===== config.mk =====
export PLATFORM = sky130hd
export DESIGN_NAME = output_serializer_gearbox
export DESIGN_NICKNAME = d
export VERILOG_FILES = /design/src/pkg/gearbox_pkg.sv /design/src/hdl/output_serializer_gearbox.sv
export SDC_FILE = /design/constraint.sdc
export NUM_CORES = 1
export LEC_CHECK = 0
export ABC_AREA = 1
export BUFFER_PORTS_ARGS = -buffer_cell sky130_fd_sc_hd__buf_4
export CAP_MARGIN = 20
export CELL_PAD_IN_SITES_DETAIL_PLACEMENT = 0
export CELL_PAD_IN_SITES_GLOBAL_PLACEMENT = 1
export CORE_ASPECT_RATIO = 1.25
export CORE_MARGIN = 2
export CORE_UTILIZATION = 48
export CTS_BUF_LIST = sky130_fd_sc_hd__clkbuf_8 sky130_fd_sc_hd__clkbuf_16
export CTS_CLUSTER_DIAMETER = 150
export CTS_CLUSTER_SIZE = 8
export DETAILED_ROUTE_END_ITERATION = 10
export PLACE_DENSITY = 0.85
export SYNTH_ARGS = -nofsm -noshare
export SYNTH_HDL_FRONTEND = slang
export SYNTH_SLANG_ARGS = --single-unit

===== constraint.sdc =====
create_clock -name sys_clk -period 4.2 [get_ports sys_clk]
set_input_delay 0.84 -clock sys_clk [delete_from_list [all_inputs] [get_ports sys_clk]]
set_output_delay 0.84 -clock sys_clk [all_outputs]
set_load 0.05 [all_outputs]

===== src/pkg/gearbox_pkg.sv =====
// shared types and constants of the output serializer gearbox
package gearbox_pkg;

  // ==========================================================
  // modes and word layout
  typedef enum logic [1:0] {
    MODE_SEVEN_TO_ONE = 2'b00,
    MODE_EIGHT_TO_ONE = 2'b01,
    MODE_FOUR_TO_ONE = 2'b10
  } gear_mode_t;

  localparam int WORD_W = 8;
  localparam int LANE_B_BIT = 4;
  localparam logic [3:0] LEN_SEVEN = 4'h7;
  localparam logic [3:0] LEN_EIGHT = 4'h8;
  localparam logic [3:0] LEN_FOUR = 4'h4;

  // ==========================================================
  // slot positions of the three pipeline stages
  localparam logic [3:0] SLOT_CAPTURE = 4'h0;
  localparam logic [3:0] SLOT_TRANSFER = 4'h1;
  localparam logic [3:0] SLOT_LOAD = 4'h2;

  // ==========================================================
  // reset values
  localparam logic [7:0] WORD_RST = 8'h00;
  localparam logic [3:0] SLOT_RST = 4'h0;

  typedef struct packed {
    logic lane_b;
    logic lane_a;
  } serial_out_t;

  localparam serial_out_t SER_RST = '{lane_b: 1'b0, lane_a: 1'b0};

endpackage : gearbox_pkg


===== src/hdl/output_serializer_gearbox.sv =====
// output serializer gearbox: parallel core words to high-speed serial lanes
`timescale 1ns/100ps
// ==========================================================
// Overview of operation
// - serialize up to eight bits per word
// - seven-to-one mode using seven bits
// - eight-to-one mode using all eight bits
// - two independent four-to-one lanes
// - lanes: 6:0, 7:0, 3:0 and 7:4
// - stage one registers the parallel word
// - stage two transfers word to fast domain
// - stage three shifts bits onto serial output
module output_serializer_gearbox (
  input wire logic sys_clk,
  input wire logic rst,
  input wire gearbox_pkg::gear_mode_t mode,
  input wire logic [gearbox_pkg::WORD_W-1:0] d,
  output gearbox_pkg::serial_out_t ser_q,
  output logic slow_clk_q
);
  import gearbox_pkg::*;

  // ==========================================================
  // word framing
  logic [3:0] slot_q;
  logic [3:0] slot_d;
  logic [3:0] word_len;
  logic last_slot;
  logic four_mode;

  assign word_len = (mode == MODE_SEVEN_TO_ONE) ? LEN_SEVEN :
                    (mode == MODE_FOUR_TO_ONE) ? LEN_FOUR : LEN_EIGHT;
  assign last_slot = (slot_q >= word_len - 4'h1);
  assign slot_d = last_slot ? SLOT_RST : slot_q + 4'h1;
  assign four_mode = (mode == MODE_FOUR_TO_ONE);

  // ==========================================================
  // pipeline stages
  logic [WORD_W-1:0] in_q;
  logic [WORD_W-1:0] in_d;
  logic [WORD_W-1:0] xfer_q;
  logic [WORD_W-1:0] xfer_d;
  logic [WORD_W-1:0] shift_q;
  logic [WORD_W-1:0] shift_d;
  logic [WORD_W-1:0] lane_mask;
  logic [WORD_W-1:0] src;
  serial_out_t ser_d;

  // unused lanes are forced to zero so stale bits never reach the pad
  assign lane_mask = (mode == MODE_SEVEN_TO_ONE) ? 8'h7f : 8'hff;
  assign in_d = (slot_q == SLOT_CAPTURE) ? (d & lane_mask) : in_q;
  assign xfer_d = (slot_q == SLOT_TRANSFER) ? in_q : xfer_q;
  assign src = (slot_q == SLOT_LOAD) ? xfer_q : shift_q;

  // in four-to-one mode each nibble shifts on its own
  genvar gi;
  generate
    for (gi = 0; gi < WORD_W; gi++) begin : g_shift
      if ((gi == LANE_B_BIT - 1) || (gi == WORD_W - 1)) begin : g_top
        assign shift_d[gi] = 1'b0;
      end else begin : g_mid
        assign shift_d[gi] = src[gi + 1];
      end
    end
  endgenerate

  assign ser_d.lane_a = src[0];
  assign ser_d.lane_b = four_mode ? src[LANE_B_BIT] : 1'b0;

  always_ff @(posedge sys_clk or posedge rst) begin
    if (rst) begin
      slot_q <= SLOT_RST;
      in_q <= WORD_RST;
      xfer_q <= WORD_RST;
      shift_q <= WORD_RST;
      ser_q <= SER_RST;
      slow_clk_q <= 1'b0;
    end else begin
      slot_q <= slot_d;
      in_q <= in_d;
      xfer_q <= xfer_d;
      shift_q <= four_mode ? shift_d : {1'b0, src[WORD_W-1:1]};
      ser_q <= ser_d;
      slow_clk_q <= (slot_d < (word_len >> 1));
    end
  end
endmodule : output_serializer_gearbox


==> results of run 1 <==
registers in the layout, indices dropped and copies added, names as in the netlist:
signal,count
ser_q,2
slow_clk_q,1
slot_q,4
in_q,8
xfer_q,8
shift_q,7
cell type report:
class	count	area [µm²]	area share
clock buffers	6	82.58	0.05100
clock inverters	2	8.758	0.005410
inverters	25	93.84	0.05796
multi-input cells	73	508.0	0.3138
flip-flops and latches	30	750.7	0.4637
well taps	34	42.54	0.02628
repair buffers	15	132.6	0.08192
cell usage in the layout, fill, tap and decap left out:
cell,synthesis,final
dfrtp_1,30,30
o21ai_2,7,7
nand2_2,2,2
a21boi_0,1,1
clkinv_2,0,1
a21oi_1,1,1
ha_1,8,8
o21ai_0,7,7
inv_1,24,25
clkbuf_8,0,6
buf_16,0,1
nand2_1,25,25
mux2_4,7,7
nor2_1,7,7
xnor2_1,1,1
nor2_4,1,1
o21ai_1,1,1
nand3_1,3,3
nand2_4,1,1
buf_4,0,14
nor3_2,1,1
inv_2,1,1
routing by layer:
| metal | track usage | share of wire |
|---|---|---|
| met5 | 0 | 0 |
| met4 | 0.1053 | 0.027 |
| met1 | 0.2191 | 0.45 |
| met2 | 0.2579 | 0.47 |
| met3 | 0.06308 | 0.048 |
cells by family after synthesis:
family,share of synthesized area
buf+inv,0.08711
compound gates,0.08257
mux,0.07622
xor+xnor,0.006353
flops,0.5445
fa+ha+maj,0.07260
simple gates,0.1307
where the power goes:
part | leakage [nW] | switching [mW] | internal, mW
Sequential | 0.381 | 0.0635 | 0.416
Combinational | 0.461 | 0.291 | 0.206
Clock | 0.0524 | 0.106 | 0.129
Total | 0.894 | 0.461 | 0.751
per-stage QoR:
stage	setup slack (ns)	instances	util	instance area, µm²	total power, mW
after global routing	1.736	185	0.5982	1619	1.321
after CTS	1.931	185	0.5982	1619	1.227
after floorplan	1.938	131	-	1379	0.8915
final	1.930	185	0.5982	1619	1.213
after global placement	1.732	176	0.5543	1500	0.9657
after detailed placement	1.640	177	0.5645	1528	0.9871
how the worst min path moves through the flow:
stage | slack (ns) | endpoint | cells past startpoint | startpoint
finish | 0.48 | shift_q[2]$_DFF_PP0_ | 1 | shift_q[3]$_DFF_PP0_
CTS | 0.48 | shift_q[5]$_DFF_PP0_ | 1 | shift_q[6]$_DFF_PP0_
floorplan | 0.45 | in_q[0]$_DFFE_PP0N_ | 2 | in_q[0]$_DFFE_PP0N_
global placement | 0.46 | shift_q[2]$_DFF_PP0_ | 1 | shift_q[3]$_DFF_PP0_
detailed placement | 0.46 | shift_q[5]$_DFF_PP0_ | 1 | shift_q[6]$_DFF_PP0_
global route | 0.49 | shift_q[5]$_DFF_PP0_ | 1 | shift_q[6]$_DFF_PP0_
==> flow_metrics.tcl, run 1 <==
set metrics [dict create \
    post_cts_buffers 0 \
    slowest_stage "ha_1" \
    ys_seq_area_frac 0.5445 \
    crit_buf_inv 4 \
    grt_overflow 0 \
    synthTopCellsByArea "dfrtp_1, mux2_4, ha_1" \
    critPathCaptureType "flip-flop" \
    ys_types 20 \
    drt_wl_total_um 2243 \
    critPathCapture "slow_clk_q$_DFF_PP0_" \
    cts_hold_buf 0 \
    placement.io_buffers 14 \
    cp.required_ns 4.41 \
    r2r-end "slow_clk_q$_DFF_PP0_" \
    hpwl_um 1617 \
    cp.depth 13 \
    status "finished clean" \
    cts_buffers 5 \
    fin_crit_ns 2.270 \
    cts_root_buffer "clkbuf_8" \
    rows 21 \
    maxCapViolations 0 \
    synth-warning-count 0 \
    synth_top_area_frac 0.5445 \
    vias 869 \
    rsz0062_at_grt "false" \
    synth_commonest_cells "dfrtp_1, nand2_1, inv_1" \
    io_pins 15 \
    arrival_ns 2.48 \
    grt_max_degree 21 \
    initial_core_util 0.5095 \
    nets 170 \
    die_w_um 51.94 \
    ant_nets 0 \
    drv_slew 0 \
    hold_path.class "flip-flop to flip-flop" \
    grt_first_pass_wirelength_um 4126 \
    finalCritPeriodShare 0.5404 \
    syn_avg_cell_area_um2 10.53 \
    worst_pin_slew_ns 0.5340 \
    clock_sinks 30 \
    avgViaCountPerCell 4.697 \
    syn_inst 131 \
    die_h_um 63.92 \
    drive_gt1_frac 0.2781 \
    cts_repair_resize_count 0 \
    leakagePower_nw 0.8938 \
    antenna_found_initial 0 \
    drc 0 \
    yosysMostFrequentCell "dfrtp_1" \
    place_congestion 0.7846 \
    cp_max_fo 5 \
    cts.clk_slew.worst_paths_ns 0.06 \
    worstReg2RegStart "slot_q[0]$_DFF_PP0_" \
    drt_first_pass_iters 4 \
    whs_ns 0.4761 \
    h-tree-depth 2 \
    synth-main-ff-cell "dfrtp_1" \
    setup_violations 0 \
    r2r_cells 11 \
    final_hold_viol_count 0 \
    area.growth.synth_to_final_pct 17.42 \
    syn_area_um2 1379 \
    grt_pass1_vias 915 \
    antenna_cells 0 \
    skew_ns 0.005219 \
    first_iter_violations 23 \
    vdd_ir_drop_max_mv 0.4079 \
    ff2ff_setup_slack_ns 2.29 \
    path_class "input pin to flip-flop" \
    powerDensity_nw_per_um2 748.9 \
    ys_async_sr_fraction 1.000 \
    path_delay_family "adder cells" \
    synth_top_cell_by_area "dfrtp_1" \
    cp_cell_sequence "buf_4 -> nor2_1 -> inv_1 -> ha_1 -> inv_1 -> nand2_1 -> a21boi_0 -> inv_1 -> nor2_1 -> ha_1 -> nand2_1 -> nand2_1 -> a21oi_1" \
    cts_buffer_depth 2 \
    n_fill_cell 233 \
    wl_per_cell_um 12.12 \
    synth_edf_count 0 \
    crit_start "mode[0]" \
    core_um2 2706 \
    cts_tree "yes" \
    synth_fp_nets 151 \
    die-area_um2 3320 \
    worstSetupStartpointType "input pin" \
    fmax_mhz 440.6 \
    relSlewSlack 0.6436 \
    synth-seq-cells 30 \
    grt.total_usage 0.1762 \
    max_stage_delay_ns 0.27 \
    clk-insertion-delay-late_ns 0.28 \
    fin_setup_tns_ns 0 \
]
Note: power is estimated with default switching activity, not from simulation.
==> inputs of run 2 (changes only) <==
- ABC_AREA: 1 -> 0
- CORE_UTILIZATION: 48 -> 47
- PLACE_DENSITY: 0.85 -> 0.8
- clock period: 4.2 -> 2.22 ns (I/O delays scaled with it)
==> run 2 against run 1 <==
Compared with the run above:
- global-route usage shrank 1.9 points
- combinational power rose by 100%
- utilization shrank 0.37 points
- sequential cell count did not move
- sequential share of layout area rose by 0.29 points
- via count down 16%
- critical endpoint unchanged
- highest routed layer unchanged
==> flow_metrics.tcl, run 2 <==
set metrics [dict create \
    status "finished clean" \
    syn_area_um2 1346 \
    rows 21 \
    ys_async_sr_fraction 1.000 \
    path_class "input pin to flip-flop" \
    cts.clk_slew.worst_paths_ns 0.06 \
    die_w_um 51.87 \
    initial_core_util 0.4975 \
    die-area_um2 3311 \
    synth_edf_count 0 \
    relSlewSlack 0.7479 \
    powerDensity_nw_per_um2 1546 \
    final_common_cell "dfrtp_1" \
    leakagePower_nw 0.7959 \
    nets 135 \
    syn_avg_cell_area_um2 14.63 \
    whs_ns 0.2432 \
    grt_use_met1 0.1751 \
    maxCapViolations 0 \
    grt_first_pass_wirelength_um 3684 \
    drive_gt1_frac 0.4522 \
    io_pins 15 \
    setup_violations 0 \
    grt_pass1_vias 820 \
    grt_busiest_layer "met2" \
    synth_fp_nets 112 \
    cts_buffer_depth 2 \
    fin_setup_tns_ns 0 \
    ant_nets 0 \
    syn_inst 92 \
    drt_wl_total_um 2171 \
    die_h_um 63.84 \
    post_cts_buffers 0 \
    cp_cell_sequence "buf_4 -> or2_1 -> ha_1 -> nand2b_1 -> a311o_1 -> nor2_1 -> ha_1 -> o21a_1 -> a211oi_1" \
    first_iter_violations 13 \
    grtUsageMet2 0.2547 \
    vias 729 \
    place_congestion 0.6961 \
    crit_buf_inv 1 \
    critPathCaptureType "flip-flop" \
    max_stage_delay_ns 0.29 \
    cts_hold_buf 0 \
    ys_seq_area_frac 0.5576 \
    synth_top_area_frac 0.5576 \
    avgViaCountPerCell 4.893 \
    drt_first_pass_iters 2 \
    synth_commonest_cells "dfrtp_1, mux2_4, ha_1" \
    vdd_ir_drop_max_mv 0.7578 \
    placement.io_buffers 14 \
    worst_pin_slew_ns 0.3781 \
    cp_max_fo 3 \
    path_common_cell "ha_1" \
    skew_ns 0.007443 \
    yosysMostFrequentCell "dfrtp_1" \
    n_fill_cell 222 \
    ff2ff_setup_slack_ns 0.24 \
    synth-main-ff-cell "dfrtp_1" \
    cts_buffers 5 \
    synth-seq-cells 30 \
    clk-insertion-delay-late_ns 0.28 \
    grt.total_usage 0.1571 \
    fmax_mhz 489.2 \
    antenna_found_initial 0 \
    cp.required_ns 2.41 \
    worstSetupStartpointType "input pin" \
    r2r_cells 8 \
    hpwl_um 1518 \
    synth_top_cell_by_area "dfrtp_1" \
    h-tree-depth 2 \
    synthTopCellsByArea "dfrtp_1, mux2_4, ha_1" \
    finalCritPeriodShare 0.9207 \
    clock_sinks 30 \
    final_hold_viol_count 0 \
    slowest_stage "a311o_1" \
    grt_overflow 0 \
    area.growth.synth_to_final_pct 19.52 \
    rsz0062_at_grt "false" \
    final_cell_mix "dfrtp_1, buf_4, mux2_4" \
    cts_tree "yes" \
    grt_max_degree 31 \
    ys_types 25 \
    fin_crit_ns 2.044 \
    path_delay_family "compound AO/OA/AOI/OAI gates" \
    wl_per_cell_um 14.57 \
    synth-warning-count 0 \
    utilization 0.5945 \
    worstReg2RegStart "slot_q[0]$_DFF_PP0_" \
    r2r-end "slow_clk_q$_DFF_PP0_" \
    drc 0 \
    cts_repair_resize_count 0 \
    core_um2 2706 \
    arrival_ns 2.23 \
    grtUsageMet3 0.06075 \
    antenna_cells 0 \
    top_regs "in_q x8, xfer_q x8, shift_q x7" \
    cts_root_buffer "clkbuf_8" \
    drv_slew 0 \
    hold_path.class "input pin to asynchronous set/reset pin" \
]
run 2: worst max path at each step:
stage	startpoint	end	slack [ns]	depth (start not counted)
after detailed placement	mode[1]	slow_clk_q$_DFF_PP0_	-0.12	9
after global placement	mode[1]	slow_clk_q$_DFF_PP0_	-0.06	9
final	mode[1]	slow_clk_q$_DFF_PP0_	0.18	9
after floorplan	mode[1]	slow_clk_q$_DFF_PP0_	0.04	8
after CTS	mode[1]	slow_clk_q$_DFF_PP0_	0.17	9
after global routing	mode[1]	slow_clk_q$_DFF_PP0_	0.06	9
run 2: report_power, final:
| part | internal, mW | switching [mW] | total [mW] |
|---|---|---|---|
| Clock | 0.358 | 0.189 | 0.548 |
| Combinational | 0.569 | 0.440 | 1.01 |
| Sequential | 0.802 | 0.130 | 0.932 |
| Total | 1.73 | 0.759 | 2.49 |
run 2: cell type report:
| class | count | area (µm²) | share of cell area |
|---|---|---|---|
| sequential | 30 | 750.7 | 0.4666 |
| timing repair buffer | 19 | 142.6 | 0.08865 |
| tap | 34 | 42.54 | 0.02644 |
| inverter | 5 | 18.77 | 0.01166 |
| clock inverter | 1 | 30.03 | 0.01866 |
| clock buffer | 6 | 82.58 | 0.05132 |
| multi-input combinational | 54 | 541.8 | 0.3367 |
run 2: tightest hold or removal path, delay by kind of cell:
| kind | cells | cell delay, ns |
|---|---|---|
| buffers and inverters | 3 | 0.48 |
run 2: routing by layer:
| metal | wire [µm] | vias to the layer above |
|---|---|---|
| met1 | 958 | 357 |
| met3 | 88 | 5 |
| met2 | 1094 | 14 |
| met4 | 30 | 0 |
| met5 | 0 | - |
| li1 | - | 353 |
run 2: through the flow:
step           setup slack [ns]  cells  total power [mW]  instance area, µm²
4_1_cts                  0.1691    149             2.523                1609
3_3_place_gp           -0.06071    142             1.914                1496
3_5_place_dp            -0.1205    142             1.963                1496
2_1_floorplan           0.04073     92             1.760                1346
6_report                 0.1759    149             2.488                1609
5_1_grt                 0.05530    149             2.665                1609
run 2: kinds of logic (layout without fill, tap and decap cells):
logic type,count (synthesis),in the layout,share of synthesized area
DFF,30,30,0.5576
muxes,22,22,0.2221
buffers and inverters,8,31,0.03996
AOI/OAI and AO/OA,5,5,0.02602
adders and majority gates,8,8,0.07435
xor gates and xnor gates,1,1,0.006507
and+or+nand+nor,18,18,0.07343
